--- src/logic/pcm_regs.svh ---
`ifndef PCM_REGS_SVH
`define PCM_REGS_SVH

// ----------------------------------------------------------------
// register offsets
// ----------------------------------------------------------------
`define PCM_ADDR_POWER_MODE 8'h00
`define PCM_ADDR_EXT_INT_FLAG 8'h01
`define PCM_ADDR_STATUS 8'h02
`define PCM_ADDR_POWER_CONTROL 8'h03

// ----------------------------------------------------------------
// field positions
// ----------------------------------------------------------------
`define PCM_PMR_DIV_HI 7
`define PCM_PMR_DIV_LO 6
`define PCM_PMR_SWB 5
`define PCM_PMR_CRYSTAL_AMP_OFF 3
`define PCM_EXT_INT_FLAG_REG_SRC_SEL 3
`define PCM_EXT_INT_FLAG_REG_RC_ACTIVE 2
`define PCM_EXT_INT_FLAG_REG_RC_WAKE 1
`define PCM_STATUS_XREADY 4
`define PCM_POWER_CONTROL_REG_IDLE 0
`define PCM_POWER_CONTROL_REG_PD 1

// ----------------------------------------------------------------
// reset values and codes
// ----------------------------------------------------------------
`define PCM_DIV_RSV 2'h0
`define PCM_DIV_4 2'h1
`define PCM_DIV_64 2'h2
`define PCM_DIV_1024 2'h3
`define PCM_SRC_CRYSTAL 1'h1
`define PCM_SRC_RC 1'h0

// ----------------------------------------------------------------
// timing counts
// ----------------------------------------------------------------
// prescale limit per state, clocks per state minus one
`define PCM_STATE_LIM_4 8'h00
`define PCM_STATE_LIM_64 8'h0F
`define PCM_STATE_LIM_1024 8'hFF
`define PCM_CLK_PERIOD_NS 50
`define PCM_XTAL_WARM_NS 100000
`define PCM_XTAL_WARM_CYC \
  ((`PCM_XTAL_WARM_NS + `PCM_CLK_PERIOD_NS - 1) / `PCM_CLK_PERIOD_NS)
`define PCM_RST_HOLD_CYC 2'h2
`define PCM_APPLY_DELAY 2'h2

`endif

--- src/logic/pcm_pkg.sv ---
package pcm_pkg;

  typedef enum logic [3:0] {
    PCM_ST_RUN = 4'b0001,
    PCM_ST_PD = 4'b0010,
    PCM_ST_WAKE_XT = 4'b0100,
    PCM_ST_WAKE_RC = 4'b1000
  } pcm_mode_t;

  typedef struct packed {
    logic [7:0] presc;
    logic [1:0] phase;
    logic state_tick;
    logic fourth;
  } pcm_gen_state_t;

  typedef struct packed {
    pcm_mode_t mode;
    logic [1:0] div;
    logic [1:0] div_pend;
    logic [1:0] div_cnt;
    logic switchback_enable;
    logic crystal_amp_off;
    logic src;
    logic src_pend;
    logic use_rc;
    logic [1:0] src_cnt;
    logic rc_wake;
    logic idle;
    logic pd_req;
    logic [11:0] warm_cnt;
    logic xready;
    logic rst_active;
    logic [1:0] rst_hold;
    logic rx_s1;
    logic rx_s2;
    logic rx_prev;
    logic rp_s1;
    logic rp_s2;
    logic [1:0] int_s1;
    logic [1:0] int_s2;
    logic [7:0] rdata;
    logic cpu_en;
    logic periph_en;
    logic amp_en;
    logic strobe_low;
    logic strobe_high;
    logic p0_float;
    logic [1:0] wake_int;
  } pcm_ctrl_state_t;

endpackage

--- src/logic/pcm_cyc_if.sv ---
`timescale 1ns/1ns
interface pcm_cyc_if;
  logic [1:0] div_sel;
  logic run;
  logic state_tick;
  logic fourth_state;

  modport ctrl (
    output div_sel,
    output run,
    input state_tick,
    input fourth_state
  );

  modport gen (
    input div_sel,
    input run,
    output state_tick,
    output fourth_state
  );
endinterface

--- src/logic/pcm_cycle_gen.sv ---
`timescale 1ns/1ns
`include "pcm_regs.svh"
module pcm_cycle_gen
  import pcm_pkg::*;
(
  input wire logic core_clk,
  input wire logic rst_n,
  input wire logic ce,
  pcm_cyc_if.gen cyc
);

  pcm_gen_state_t q, d;
  logic [7:0] lim;

  // ----------------------------------------------------------------
  // state sequencer: four states per machine cycle
  // ----------------------------------------------------------------
  always_comb
  begin
    d = q;
    d.state_tick = 1'b0;
    d.fourth = 1'b0;
    unique case (cyc.div_sel)
      `PCM_DIV_64: lim = `PCM_STATE_LIM_64;
      `PCM_DIV_1024: lim = `PCM_STATE_LIM_1024;
      default: lim = `PCM_STATE_LIM_4;
    endcase
    if (!cyc.run)
    begin
      d.presc = 8'h00;
      d.phase = 2'h0;
    end
    // >= so a switch to a faster rate mid-state never overruns
    else if (q.presc >= lim)
    begin
      d.presc = 8'h00;
      d.state_tick = 1'b1;
      d.fourth = (q.phase == 2'h3);
      d.phase = q.phase + 2'h1;
    end
    else
    begin
      d.presc = q.presc + 8'h01;
    end
  end

  always_ff @(posedge core_clk or negedge rst_n)
  begin
    if (!rst_n)
      q <= '0;
    else if (ce)
      q <= d;
  end

  assign cyc.state_tick = q.state_tick;
  assign cyc.fourth_state = q.fourth;

endmodule

--- src/logic/pcm_ctrl.sv ---
`timescale 1ns/1ns
`include "pcm_regs.svh"
module pcm_ctrl
  import pcm_pkg::*;
#(
  parameter logic [11:0] XTAL_WARM_CYC = 12'(`PCM_XTAL_WARM_CYC)
)
(
  input wire logic core_clk,
  input wire logic rst_n,
  input wire logic ce,
  input wire logic [7:0] addr,
  input wire logic [7:0] wdata,
  input wire logic wr,
  input wire logic rd,
  output logic [7:0] rdata_q,
  input wire logic instr_end,
  input wire logic serial_busy,
  input wire logic rx_enable,
  input wire logic rx_pin,
  input wire logic tx_buf_write,
  input wire logic ext_int_ack,
  input wire logic int_pending,
  input wire logic rst_pin,
  input wire logic [1:0] ext_int_n_pin,
  input wire logic [1:0] int_level_mode,
  input wire logic [1:0] int_enable,
  input wire logic global_int_enable,
  input wire logic ext_prog_mem,
  input wire logic wdt_reset_req,
  output logic cpu_clk_en_q,
  output logic periph_clk_en_q,
  output logic osc_use_rc_q,
  output logic crystal_amp_en_q,
  output logic sys_reset_q,
  output logic power_down_q,
  output logic strobe_force_low_q,
  output logic strobe_force_high_q,
  output logic port0_float_q,
  output logic [1:0] wake_int_q
);

  pcm_ctrl_state_t q, d;
  pcm_cyc_if cyc ();

  logic wr_pmr;
  logic wr_ext_int_flag_reg;
  logic wr_power_control_reg;
  logic switchback;
  logic [1:0] wake_pins;
  logic cyc_end;
  logic amp_on;
  logic rx_fall;

  pcm_cycle_gen u_gen (
    .core_clk(core_clk),
    .rst_n(rst_n),
    .ce(ce),
    .cyc(cyc)
  );

  assign cyc.div_sel = q.div;
  // the sequencer only runs while the core owns a live clock
  assign cyc.run = (q.mode == PCM_ST_RUN) || (q.mode == PCM_ST_WAKE_RC);
  assign cyc_end = cyc.fourth_state;

  // ----------------------------------------------------------------
  // decode and event terms
  // ----------------------------------------------------------------
  always_comb
  begin
    wr_pmr = wr && (addr == `PCM_ADDR_POWER_MODE);
    wr_ext_int_flag_reg = wr && (addr == `PCM_ADDR_EXT_INT_FLAG);
    wr_power_control_reg = wr && (addr == `PCM_ADDR_POWER_CONTROL);
    rx_fall = q.rx_prev && !q.rx_s2;
    // interrupt flags are not looked at here on purpose
    switchback = q.switchback_enable && (ext_int_ack || (rx_enable && rx_fall) || tx_buf_write);
    wake_pins = ~q.int_s2 & int_level_mode & int_enable & {2{global_int_enable}};
    // amplifier drops in power-down, or when amp-off is set and RC really drives the clock
    amp_on = (q.mode != PCM_ST_PD) && !(q.crystal_amp_off && (q.src == `PCM_SRC_RC));
  end

  // ----------------------------------------------------------------
  // next state
  // ----------------------------------------------------------------
  always_comb
  begin
    d = q;
    d.wake_int = 2'h0;
    d.rx_s1 = rx_pin;
    d.rx_s2 = q.rx_s1;
    d.rx_prev = q.rx_s2;
    d.rp_s1 = rst_pin;
    d.rp_s2 = q.rp_s1;
    d.int_s1 = ext_int_n_pin;
    d.int_s2 = q.int_s1;

    // crystal warm-up
    if (!amp_on)
    begin
      d.warm_cnt = 12'h000;
      d.xready = 1'b0;
    end
    else if (q.warm_cnt >= XTAL_WARM_CYC - 12'h001)
    begin
      d.xready = 1'b1;
    end
    else
    begin
      d.warm_cnt = q.warm_cnt + 12'h001;
    end

    // software writes
    if (wr_pmr)
    begin
      d.switchback_enable = wdata[`PCM_PMR_SWB];
      d.crystal_amp_off = wdata[`PCM_PMR_CRYSTAL_AMP_OFF];
      if (wdata[`PCM_PMR_DIV_HI:`PCM_PMR_DIV_LO] != `PCM_DIV_RSV
          && !(q.switchback_enable && serial_busy))
      begin
        d.div_pend = wdata[`PCM_PMR_DIV_HI:`PCM_PMR_DIV_LO];
        d.div_cnt = `PCM_APPLY_DELAY;
      end
    end
    if (wr_ext_int_flag_reg)
    begin
      d.rc_wake = wdata[`PCM_EXT_INT_FLAG_REG_RC_WAKE];
      if (!(wdata[`PCM_EXT_INT_FLAG_REG_SRC_SEL] && !q.xready))
      begin
        d.src_pend = wdata[`PCM_EXT_INT_FLAG_REG_SRC_SEL];
        d.src_cnt = `PCM_APPLY_DELAY;
      end
    end
    if (wr_power_control_reg)
    begin
      d.idle = wdata[`PCM_POWER_CONTROL_REG_IDLE];
      d.pd_req = wdata[`PCM_POWER_CONTROL_REG_PD];
    end

    // delayed application at machine-cycle boundaries
    if (cyc_end && q.div_cnt != 2'h0)
    begin
      d.div_cnt = q.div_cnt - 2'h1;
      if (q.div_cnt == 2'h1)
        d.div = q.div_pend;
    end
    if (cyc_end && q.src_cnt != 2'h0)
    begin
      d.src_cnt = q.src_cnt - 2'h1;
      if (q.src_cnt == 2'h1)
        d.src = q.src_pend;
    end

    // switchback overrides any pending slow setting
    if (switchback)
    begin
      d.div = `PCM_DIV_4;
      d.div_cnt = 2'h0;
    end

    // any enabled interrupt ends idle
    if (int_pending)
      d.idle = 1'b0;

    // external reset, sampled once per machine cycle
    if (cyc_end && q.rp_s2)
    begin
      d.rst_active = 1'b1;
      d.rst_hold = `PCM_RST_HOLD_CYC;
    end
    else if (cyc_end && q.rst_active)
    begin
      if (q.rst_hold <= 2'h1)
        d.rst_active = 1'b0;
      d.rst_hold = q.rst_hold - 2'h1;
    end
    if (wdt_reset_req)
    begin
      d.rst_active = 1'b1;
      d.rst_hold = `PCM_RST_HOLD_CYC;
    end

    // mode sequencing
    unique case (q.mode)
      PCM_ST_RUN:
      begin
        if (q.pd_req && instr_end && !q.rst_active)
          d.mode = PCM_ST_PD;
      end
      PCM_ST_PD:
      begin
        // the sequencer is frozen here, so the pin is watched directly
        if (q.rp_s2 || wake_pins != 2'h0)
        begin
          d.pd_req = 1'b0;
          if (q.rp_s2)
          begin
            d.rst_active = 1'b1;
            d.rst_hold = `PCM_RST_HOLD_CYC;
          end
          else
          begin
            d.wake_int = wake_pins;
          end
          if (q.src == `PCM_SRC_RC)
            d.mode = PCM_ST_RUN;
          else if (q.rc_wake)
          begin
            d.src = `PCM_SRC_RC;
            d.src_cnt = 2'h0;
            d.mode = PCM_ST_WAKE_RC;
          end
          else
            d.mode = PCM_ST_WAKE_XT;
        end
      end
      PCM_ST_WAKE_XT:
      begin
        if (q.xready)
          d.mode = PCM_ST_RUN;
      end
      PCM_ST_WAKE_RC:
      begin
        if (q.xready)
        begin
          d.src = `PCM_SRC_CRYSTAL;
          d.mode = PCM_ST_RUN;
        end
      end
    endcase

    // soft reset of the divider, switchback, idle, power-down and RC-wake bits from watchdog or pin
    if (q.rst_active)
    begin
      d.div = `PCM_DIV_4;
      d.div_cnt = 2'h0;
      d.switchback_enable = 1'b0;
      d.idle = 1'b0;
      d.pd_req = 1'b0;
      d.rc_wake = 1'b0;
    end

    // clock enables: core and peripherals
    d.cpu_en = cyc.state_tick && !q.idle && (q.mode != PCM_ST_PD)
      && (q.mode != PCM_ST_WAKE_XT);
    // idle peripherals keep the full clock/4 cadence, one state per clock
    if (q.idle)
      d.periph_en = cyc.run;
    else
      d.periph_en = cyc.state_tick;

    d.amp_en = amp_on;
    // registered copy so the status pin has no gate behind the flop
    d.use_rc = (d.src == `PCM_SRC_RC);
    d.strobe_low = (d.mode == PCM_ST_PD);
    d.strobe_high = q.idle && (d.mode == PCM_ST_RUN);
    d.p0_float = (d.mode == PCM_ST_PD) && ext_prog_mem;

    // register reads, answered in the next cycle
    d.rdata = 8'h00;
    if (rd)
    begin
      unique case (addr)
        `PCM_ADDR_POWER_MODE:
        begin
          d.rdata[`PCM_PMR_DIV_HI:`PCM_PMR_DIV_LO] = q.div;
          d.rdata[`PCM_PMR_SWB] = q.switchback_enable;
          d.rdata[`PCM_PMR_CRYSTAL_AMP_OFF] = q.crystal_amp_off;
        end
        `PCM_ADDR_EXT_INT_FLAG:
        begin
          d.rdata[`PCM_EXT_INT_FLAG_REG_SRC_SEL] = q.src;
          d.rdata[`PCM_EXT_INT_FLAG_REG_RC_ACTIVE] = (q.src == `PCM_SRC_RC);
          d.rdata[`PCM_EXT_INT_FLAG_REG_RC_WAKE] = q.rc_wake;
        end
        `PCM_ADDR_STATUS:
          d.rdata[`PCM_STATUS_XREADY] = q.xready;
        `PCM_ADDR_POWER_CONTROL:
        begin
          d.rdata[`PCM_POWER_CONTROL_REG_IDLE] = q.idle;
          d.rdata[`PCM_POWER_CONTROL_REG_PD] = q.pd_req;
        end
        default:
          d.rdata = 8'h00;
      endcase
    end
  end

  // ----------------------------------------------------------------
  // state register
  // ----------------------------------------------------------------
  always_ff @(posedge core_clk or negedge rst_n)
  begin
    if (!rst_n)
    begin
      q <= '0;
      q.mode <= PCM_ST_RUN;
      q.div <= `PCM_DIV_4;
      q.div_pend <= `PCM_DIV_4;
      q.src <= `PCM_SRC_CRYSTAL;
      q.src_pend <= `PCM_SRC_CRYSTAL;
      q.rx_s1 <= 1'b1;
      q.rx_s2 <= 1'b1;
      q.rx_prev <= 1'b1;
      q.int_s1 <= 2'h3;
      q.int_s2 <= 2'h3;
      q.amp_en <= 1'b1;
    end
    else if (ce)
    begin
      q <= d;
    end
  end

  // ----------------------------------------------------------------
  // outputs, straight from the state register
  // ----------------------------------------------------------------
  assign rdata_q = q.rdata;
  assign cpu_clk_en_q = q.cpu_en;
  assign periph_clk_en_q = q.periph_en;
  assign osc_use_rc_q = q.use_rc;
  assign crystal_amp_en_q = q.amp_en;
  assign sys_reset_q = q.rst_active;
  assign power_down_q = q.strobe_low;
  assign strobe_force_low_q = q.strobe_low;
  assign strobe_force_high_q = q.strobe_high;
  assign port0_float_q = q.p0_float;
  assign wake_int_q = q.wake_int;

endmodule

--- config.mk ---
export PLATFORM = sky130hd
export DESIGN_NAME = pcm_ctrl
export DESIGN_NICKNAME = d
export VERILOG_FILES = /design/src/logic/pcm_pkg.sv /design/src/logic/pcm_cyc_if.sv /design/src/logic/pcm_cycle_gen.sv /design/src/logic/pcm_ctrl.sv
export VERILOG_INCLUDE_DIRS = /design/src /design/src/logic
export SDC_FILE = /design/constraint.sdc
export NUM_CORES = 1
export LEC_CHECK = 0
export ABC_AREA = 1
export BUFFER_PORTS_ARGS = -buffer_cell sky130_fd_sc_hd__buf_2
export CAP_MARGIN = 20
export CORE_ASPECT_RATIO = 0.9
export CORE_MARGIN = 8
export CORE_UTILIZATION = 55
export CTS_BUF_LIST = sky130_fd_sc_hd__clkbuf_4
export CTS_CLUSTER_SIZE = 8
export DETAILED_ROUTE_END_ITERATION = 12
export GPL_ROUTABILITY_DRIVEN = 0
export PLACE_DENSITY = 0.77
export SLEW_MARGIN = 20
export SYNTH_ARGS = -nofsm -noshare
export SYNTH_HDL_FRONTEND = slang
export SYNTH_SLANG_ARGS = --single-unit
export TNS_END_PERCENT = 1
--- constraint.sdc ---
create_clock -name core_clk -period 1.96 [get_ports core_clk]
set_input_delay 0.294 -clock core_clk [delete_from_list [all_inputs] [get_ports core_clk]]
set_output_delay 0.294 -clock core_clk [all_outputs]
set_load 0.05 [all_outputs]
* Word level (Yosys, flattened, before mapping)
Cells that the tools add are included.
** Storage, ports and cells
- Register bits :: 73
- Bits of input ports :: 38
- Output and inout bits :: 19
- Logic and storage cells :: 187
** Operators by class
- Add/subtract/negate cells :: 6
- $lt $le $gt $ge :: 3
- Equal/unequal tests :: 19
- Multiplexer cells :: 60
- Bitwise gates (word level) :: 7
- Reductions and logical operators :: 56
** Operator list (number)
- 2-bit 2-to-1 mux :: 18
- 3-bit 2-to-1 mux :: 10
- 4-bit 2-to-1 mux :: 7
- 1-bit logical AND :: 22
- 8-bit by 2-bit == test with 1-bit output (second input constant) :: 2
- 8-bit 2-to-1 mux :: 2
- 8-bit case mux with 2 select lines :: 1
- 1-bit 2-to-1 mux :: 15
- 2-bit AND reduction :: 7
- 13-bit 2-to-1 mux :: 1
- 12-bit by 1-bit adder with 12-bit output (second input constant) :: 1
- 12-bit by 11-bit >= comparator with 1-bit output (second input constant) :: 1
- 12-bit 2-to-1 mux :: 1
- 4-bit case mux with 3 select lines :: 1
- 3-bit AND reduction :: 4
- 2-bit nonzero test :: 6
- 10-bit 2-to-1 mux :: 1
- 3-bit nonzero test :: 3
- 8-bit by 1-bit adder with 8-bit output (second input constant) :: 1
- 4-bit by 1-bit == test with 1-bit output (second input constant) :: 2
- 4-bit by 2-bit == test with 1-bit output (second input constant) :: 2
- 8-bit by 1-bit == test with 1-bit output (second input constant) :: 1
- 8-bit >= comparator :: 1
- 8-bit zero test :: 1
- 19 further kinds :: 40

* Depth between registers and ports, before layout
Gate-level depths: netlist (run 1).
- Depth in word-level cells :: 10
- Mapped depth :: 10
- Mapped depth without buffers :: 10

* By module
Synthesis (run 1) repeated with hierarchy kept, for this count alone.
** Unflattened totals
- Cell total of the unflattened synthesis :: 503
- Area, all modules :: 4020.1 sq um
** By module, submodules not included
- pcm_ctrl :: times used 1, cells an instance 408, area an instance 3268.1 sq um, sequential area each 1542.7 sq um
- pcm_cycle_gen :: times used 1, cells an instance 95, area an instance 752.0 sq um, sequential area each 300.3 sq um

* Worst setup path after synthesis (run 1)
OpenSTA, ideal clock, no wires.
- Path kind :: reg2reg
- From :: register q, in the netlist cyc.div_sel[0]
- To :: register u_gen.q[11] (netlist name)
- Library setup time :: 119 ps
- Data arrival time :: 1548 ps
- Required time :: 1841 ps
- Setup slack :: 293 ps
- Cell stages (with the launch flop) :: 10
- Buffers on the path :: 0
- Clock period less this slack :: 1667 ps
- Path through :: dfstp_2 nand2_1 ha_1 nand2_1 nor2_1 nand4_1 nand4_1 nand2_1 inv_2 nor2_1
** On the way
- Cells in the longest elaborated chain, start to end :: 5
- Elaborated cells between the ends (all ways) :: 6
- Classes of those cells :: order compare (1); eq/ne (2); mux (3)
** RTL lines
- start, declared :: line pcm_ctrl.sv:43 : pcm_ctrl_state_t q, d;
- 2-bit == test :: line pcm_cycle_gen.sv:23 : unique case (cyc.div_sel)
- 8-bit case mux with 2 select lines (*) :: line pcm_cycle_gen.sv:23
- 8-bit >= comparator (*) :: line pcm_cycle_gen.sv:34 : else if (q.presc >= lim)
- 8-bit 2-to-1 mux (*) :: line pcm_cycle_gen.sv:34
- 10-bit 2-to-1 mux (*) :: line pcm_cycle_gen.sv:28 : if (!cyc.run)
- end signal, assigned :: line pcm_cycle_gen.sv:50 : q <= '0;
- end signal, assigned :: line pcm_cycle_gen.sv:52 : q <= d;
- end, declared :: line pcm_cycle_gen.sv:12 : pcm_gen_state_t q, d;
Mark *: on every way between the ends. The rest lies on a longest branch, timed or not.
A chain may end at the register's enable or synchronous reset.

* Worst setup path in the final report (run 1)
- From :: register q, in the netlist cyc.div_sel[0]
- To :: register u_gen.q[6] (netlist name)
The elaborated chain is that of the path after synthesis.

==> qor_table.md, run 1 <==
| Quantity | This run |
|---|---|
| DR iter-0 viols | 168 |
| Critical path launch point type | flop |
| Count of unresolved DRC violations after routing | 0 |
| YS warnings | 0 |
| Final critical-path share of the clock period | 0.922 |
| CTS tree | yes |
| Biggest cell delay along the critical path | 0.57 ns |
| Area enclosed by the die boundary | 10300 um^2 |
| Max-slew violation count | 0 |
| FF-to-FF path depth | 9 |
| Sequential-to-total area share from yosys stat | 0.457 |
| Syn-to-layout area delta | 11.5% |
| Total Power | 3.71 mW |
| Vertical die dimension | 97.2 um |
| Buffer levels on the longest clock path | 2 |
| Total Nets Final | 607 |
| Crit path setup slack, layout | 0.153 ns |
| Count of final setup violators | 0 |
| Hold Vio Cnt, Final | 0 |
| Number of violations of the max-capacitance limit | 0 |
| Wire length on met1 | 4050 um |
| Post-synth cell types | 40 |
| Cells on Worst Hold Path | 3 |
| Leakage dissipation | 2.31 nW |
| Number of search-and-repair iterations in the first detailed-routing pass | 5 |
| Sort of element at the end of the critical path | flop |
| Length of routed met2 wiring | 4140 um |
| Setup repair after global routing missed its margin | yes |
| Wirelength, routed | 8860 um |
| Cell count after placement | 634 |
| Outcome | finished clean |
| FF-to-FF Start | cyc.div_sel[0]$_DFFE_PN1P_ |
| Antenna violations before repair | 0 |
| ANT nets after route | 0 |
| Area share of the largest cell type after synthesis | 0.372 |
| Switching power share of the total | 0.377 |
| Via count of the first global-routing pass | 3460 |
| Arrival @ worst endpoint | 2.11 ns |
| Buffer and inverter count on the worst path | 1 |
| Largest net degree at the start of global routing | 29 |
| Startpoint of the lowest-slack hold path | ext_int_n_pin[0] |
| Post-CTS clock slew at the launch and capture registers of the worst setup and hold paths | 0.12 ns |
| Gate family responsible for the most delay along the worst path | simple AND/OR/NAND/NOR gates |
| Stages on the worst setup path | 9 |
| CTS root buf | clkbuf_4 |
| Top cell type by total area after synthesis | dfrtp_1 |
| Clock latency on the worst-skew pair | 0.42 ns |
| Most common cell after layout, fill and taps aside | nand2_1 |
| Synth Area per Inst | 8.03 um^2 |
| I/O Pins | 57 |
| Clock Power Share | 0.207 |
| Transition time at the pin with the least slew margin | 0.609 ns |
| Count of H-tree levels built during CTS | 3 |
| Total congestion overflow | 0 |
| Relative max-transition margin | 0.594 |
| Number of sinks driven by the clock tree | 73 |
| Max stage delay cell, worst path | dfstp_2 |
| WHS Endpoint | d[16]$_DFFE_PN1P_ |
| Number of nets produced by synthesis | 556 |
| Row count | 29 |
| Wire length of the first global-routing pass | 15500 um |
| Port Buffer Count | 54 |
| Number of vias after detailed routing | 3450 |
| Final Skew | 0.0144 ns |
| Cell-internal power | 2.31 mW |
| Global router's overall resource usage | 0.180 |
| Combinational fraction of design power | 0.281 |
| Via density per instance | 5.30 |
| Total negative slack | 0 ns |
| Final Instance Count excl. Fillers | 651 |
| Area of all placed cells without fillers | 4500 um^2 |
| Most area-consuming cells after synthesis | dfrtp_1, nand2_1, dfstp_2 |
| Crit Reg-Reg Endpoint | u_gen.q[6]$_DFFE_PN0P_ |
| Critical-path maximum fanout | 6 |
| Core region area | 7080 um^2 |
| Final critical delay including setup and external delays | 1.81 ns |
| Flops & latches, synth | 73 |
| Diodes inserted | 0 |
| Wire per inst | 13.6 um |
| Net switching power figure | 1.40 mW |
| Setup slack at placement | 0.0539 ns |
| IR drop worst, VDD | 0.000841 V |
| CP cell instances | nand2_2, ha_4, nand2_1, nor2_2, nand4_1, nand4_1, nand2_2, inv_4, nor2_1 |
| Register share of total power | 0.512 |
| Area of the mapped netlist | 4030 um^2 |
| Register-to-Register Setup Slack | 0.15 ns |
| Final HPWL from detailed placement | 6770 um |
| TritonCTS Buffers | 9 |
| Power density over cell area | 825 nW/um^2 |
| Peak clock frequency supported by timing | 0.553 GHz |
| Die span in x | 106 um |
| Initial core utilization | 0.570 |
| Ratio of cells with drive above 1 in the final layout | 0.208 |
| Worst path required time | 2.27 ns |
| Post-Synthesis Cells | 502 |
| Commonest cells after routing, fill and taps aside | nand2_1, dfrtp_1, buf_2 |
| Post-detailed-placement cell area | 4350 um^2 |
| Startpoint-to-endpoint class of the critical path | flop to flop |
| Top layer used by detailed routing | met4 |
| Hold Crit Class | input port to flop |
| Length of routed met3 wiring | 575 um |
logic make-up (layout without fill, tap and decap cells):
logic type	Yosys count	after routing	synth area share
AOI/OAI and AO/OA	65	65	0.0962
xor gates and xnor gates	11	11	0.0239
adders and majority gates	16	16	0.0497
buffers and inverters	79	135	0.0872
DFF	73	73	0.457
and+or+nand+nor	258	258	0.286
synth_stat cells:
cell type    n
nand3_1     41
buf_6        1
nand2_4      1
nand4_1     13
o21ai_1      9
a21oi_2      1
nand2_2      4
dfstp_2     13
buf_4       12
a21oi_1     14
nor3_4       2
nor3_1       6
nand2_1    134
o211ai_1     2
a22oi_1      1
o41ai_1      1
inv_1       51
and3_1       1
nor2_1      46
a22o_1       3
o21ai_0     23
xnor2_1      4
buf_2        2
dfrtp_1     60
xor2_1       7
a31o_2       1
inv_2        7
nor2_4       2
nand3_2      3
o31ai_1      1
nor2_2       2
o22ai_1      2
a31oi_1      1
a32o_1       4
ha_1        16
nand3b_1     1
o21a_1       1
clkbuf_1     6
or2_2        2
o21ai_2      1
sequential cells by signal, summed over array words and instances (netlist names):
signal,cells
q,36
u_gen.q,10
rdata_q,8
d,5
cyc.div_sel,2
wake_int_q,2
cpu_clk_en_q,1
crystal_amp_en_q,1
osc_use_rc_q,1
periph_clk_en_q,1
port0_float_q,1
power_down_q,1
strobe_force_high_q,1
sys_reset_q,1
u_gen.cyc.fourth_state,1
u_gen.cyc.state_tick,1
through the flow:
step	hold WS, ns	util
floorplan	-0.00159	-
global placement	0.334	0.615
detailed placement	0.335	0.615
CTS	0.0245	0.632
global route	0.0574	0.636
finish	0.0582	0.636
power groups by stage:
stage	combinational (mW)	clock [mW]	sequential [mW]
2_1_floorplan	0.684	0	1.98
3_3_place_gp	1.01	0	1.91
3_5_place_dp	1.03	0	1.92
4_1_cts	1.04	0.801	1.89
5_1_grt	1.18	0.843	1.92
6_report	1.04	0.768	1.90
per-layer routing:
metal / up-vias / global-route usage
li1: 1733 / -
met1: 1623 / 0.220
met2: 85 / 0.300
met3: 9 / 0.0524
met4: 0 / 0.0497
met5: - / 0
repair_timing:
| item | CTS | global route |
|---|---|---|
| setup endpoints to repair | 0 | 13 |
| resized for setup | 0 | 6 |
| hold buffers | 1 | 0 |
| setup buffers | 0 | 0 |
| hold endpoints to repair | 17 | 0 |
worst register-to-register path, delay by kind of cell (launching register included):
family	cells	cell delay, ns
simple gates	7	0.75
buf+inv	1	0.09
flops	1	0.57
fa+ha+maj	1	0.29
worst max path at each step:
stage | from | to
CTS | cyc.div_sel[0]$_DFFE_PN1P_ | u_gen.q[11]$_DFFE_PN0P_
finish | cyc.div_sel[0]$_DFFE_PN1P_ | u_gen.q[6]$_DFFE_PN0P_
global route | cyc.div_sel[0]$_DFFE_PN1P_ | u_gen.q[6]$_DFFE_PN0P_
global placement | cyc.div_sel[0]$_DFFE_PN1P_ | u_gen.q[11]$_DFFE_PN0P_
floorplan | cyc.div_sel[0]$_DFFE_PN1P_ | u_gen.q[11]$_DFFE_PN0P_
detailed placement | cyc.div_sel[0]$_DFFE_PN1P_ | u_gen.q[10]$_DFFE_PN0P_
layout make-up:
cell class,instances,area [um^2]
well taps,93,116
inverters,58,220
repair buffers,61,350
multi-input cells,350,1860
clock buffers,9,67.6
flip-flops and latches,73,1840
fillers,633,2580
clock inverters,7,37.5
(Power assumes the default switching activity.)
==> run 2: changes to the inputs <==
--- a/config.mk
+++ b/config.mk
@@ -9,7 +9,7 @@
 export ABC_AREA = 1
 export BUFFER_PORTS_ARGS = -buffer_cell sky130_fd_sc_hd__buf_2
 export CAP_MARGIN = 20
-export CORE_ASPECT_RATIO = 0.9
+export CORE_ASPECT_RATIO = 0.8
 export CORE_MARGIN = 8
 export CORE_UTILIZATION = 55
 export CTS_BUF_LIST = sky130_fd_sc_hd__clkbuf_4
==> qor_table.md, run 2 (synthesized netlist as in run 1, its figures left out) <==
| Quantity | This run | vs previous |
|---|---|---|
| Outcome | finished clean |  |
| ANT nets after route | 0 | unchanged |
| Peak clock frequency supported by timing | 0.536 GHz | -3.1% |
| Arrival @ worst endpoint | 2.17 ns | +0.06 ns |
| Setup slack at placement | 0.0685 ns | +0.0146 ns |
| Area enclosed by the die boundary | 10300 um^2 | +0.13% |
| Number of violations of the max-capacitance limit | 0 | unchanged |
| Global router's overall resource usage | 0.179 | -0.000605 |
| Initial core utilization | 0.556 | -0.0139 |
| Critical path launch point type | flop |  |
| Syn-to-layout area delta | 11.5% | about the same |
| Diodes inserted | 0 | unchanged |
| Most common cell after layout, fill and taps aside | nand2_1 |  |
| Wire length of the first global-routing pass | 15200 um | -2.2% |
| Commonest cells after routing, fill and taps aside | nand2_1, dfrtp_1, buf_2 |  |
| Core region area | 7250 um^2 | +2.5% |
| Row count | 28 | -3.4% |
| Multi-input combinational cell area | 1850 um^2 | -0.61% |
| Count of unresolved DRC violations after routing | 0 | unchanged |
| Via density per instance | 5.29 | -0.24% |
| Buffer levels on the longest clock path | 2 | unchanged |
| Clock latency on the worst-skew pair | 0.42 ns | about the same |
| Number of search-and-repair iterations in the first detailed-routing pass | 5 | unchanged |
| Sort of element at the end of the critical path | flop |  |
| Cell count after placement | 630 | -0.63% |
| Leakage dissipation | 2.31 nW | +0.26% |
| Hold Vio Cnt, Final | 0 | unchanged |
| Total congestion overflow | 0 | unchanged |
| Final critical delay including setup and external delays | 1.87 ns | +0.0585 ns |
| Relative max-transition margin | 0.713 | +0.119 |
| Worst hold slack | 0.0582 ns | -0.0000809 ns |
| Register Area | 1840 um^2 | unchanged |
| Flip-flop count of the largest register, all copies and words added | 36 | unchanged |
| Worst path required time | 2.27 ns | about the same |
| Crit path setup slack, layout | 0.0948 ns | -0.0585 ns |
| Number of sinks driven by the clock tree | 73 | unchanged |
| Post-CTS clock slew at the launch and capture registers of the worst setup and hold paths | 0.11 ns | about the same |
| Number of vias after detailed routing | 3426 | -0.70% |
| Number of fill cells in the layout | 667 | +5.4% |
| Vertical die dimension | 92.6 um | -4.8% |
| Top register by number of flip-flops | q |  |
| Final Skew | 0.0209 ns | +0.00646 ns |
| Power density over cell area | 858 nW/um^2 | +4.0% |
| Final HPWL from detailed placement | 6650 um | -1.9% |
| Max-slew violation count | 0 | unchanged |
| Port Buffer Count | 54 | unchanged |
| Count of final setup violators | 0 | unchanged |
| Transition time at the pin with the least slew margin | 0.431 ns | -0.178 ns |
| Final Instance Count excl. Fillers | 648 | -0.46% |
| Count of H-tree levels built during CTS | 3 | unchanged |
| Total Nets Final | 607 | unchanged |
| Post-detailed-placement cell area | 4330 um^2 | -0.55% |
| IR drop worst, VDD | 0.000606 V | -28% |
| Final core area utilization | 0.620 | -0.0156 |
| CTS root buf | clkbuf_4 |  |
| Largest net degree at the start of global routing | 74 | +160% |
| Antenna violations before repair | 0 | unchanged |
| Area of all placed cells without fillers | 4500 um^2 | about the same |
| CTS tree | yes |  |
| Startpoint-to-endpoint class of the critical path | flop to flop |  |
| Via count of the first global-routing pass | 3317 | -4.1% |
| Wirelength, routed | 8800 um | -0.60% |
| Final critical-path share of the clock period | 0.952 | +0.0299 |
| Ratio of cells with drive above 1 in the final layout | 0.210 | +0.00179 |
| TritonCTS Buffers | 9 | unchanged |
| Die span in x | 112 um | +5.2% |
| I/O Pins | 57 | unchanged |
| Wire per inst | 13.6 um | -0.14% |
| Critical-path maximum fanout | 6 | unchanged |
| Hold Crit Class | input port to flop |  |
| DR iter-0 viols | 192 | +14% |
## run 2: what timing repair did
item,CTS,global route
setup buffers,0,1
hold buffers,1,0
hold endpoints to repair,60,0
resized for setup,0,4
endpoints found under the setup margin,0,9
## run 2: critical path: stages, from the launching register on
cell	delay, ns
dfstp_2	0.57
nand2_1	0.12
ha_1	0.32
nand2_1	0.08
nor2_2	0.13
nand4_1	0.11
nand4_1	0.16
nand2_2	0.09
inv_2	0.12
nor2_1	0.06
## run 2: where the power goes
group	internal, mW	leakage, nW	total [mW]	switching (mW)
Clock	0.394	0.0698	0.919	0.525
Combinational	0.325	1.30	1.04	0.718
Sequential	1.74	0.937	1.89	0.156
Total	2.46	2.31	3.86	1.40
## run 2: stage by stage
step           power [mW]  TNS [ns]
5_1_grt              4.11   -0.0292
3_5_place_dp         2.95         0
3_3_place_gp         2.91         0
6_report             3.86         0
4_1_cts              3.88         0
2_1_floorplan        2.67         0
## run 2: area by class of cell
type | count | area share
well taps | 90 | 0.0250
multi-input cells | 350 | 0.412
repair buffers | 61 | 0.0751
clock inverters | 6 | 0.0131
clock buffers | 10 | 0.0167
inverters | 58 | 0.0484
flip-flops and latches | 73 | 0.410
## run 2: routing by layer
metal | global-route usage | routed length [um]
met5 | 0 | 0
met4 | 0.0749 | 157
met3 | 0.0546 | 577
met2 | 0.284 | 3900
met1 | 0.224 | 4170
## run 2: final timing paths
path,from,to,slack [ns],depth (start not counted)
setup / recovery,cyc.div_sel[0]$_DFFE_PN1P_,u_gen.q[11]$_DFFE_PN0P_,0.09,9
hold / removal,rx_pin,d[23]$_DFFE_PN1P_,0.06,3
setup reg to reg,cyc.div_sel[0]$_DFFE_PN1P_,u_gen.q[11]$_DFFE_PN0P_,0.09,9
hold reg to reg,d[16]$_DFFE_PN1P_,d[16]$_DFFE_PN1P_,0.47,2
max in group asynchronous,rst_n,q[16]$_DFFE_PN1P_,1.20,3
min in group asynchronous,rst_n,q[49]$_DFFE_PN0P_,0.42,3
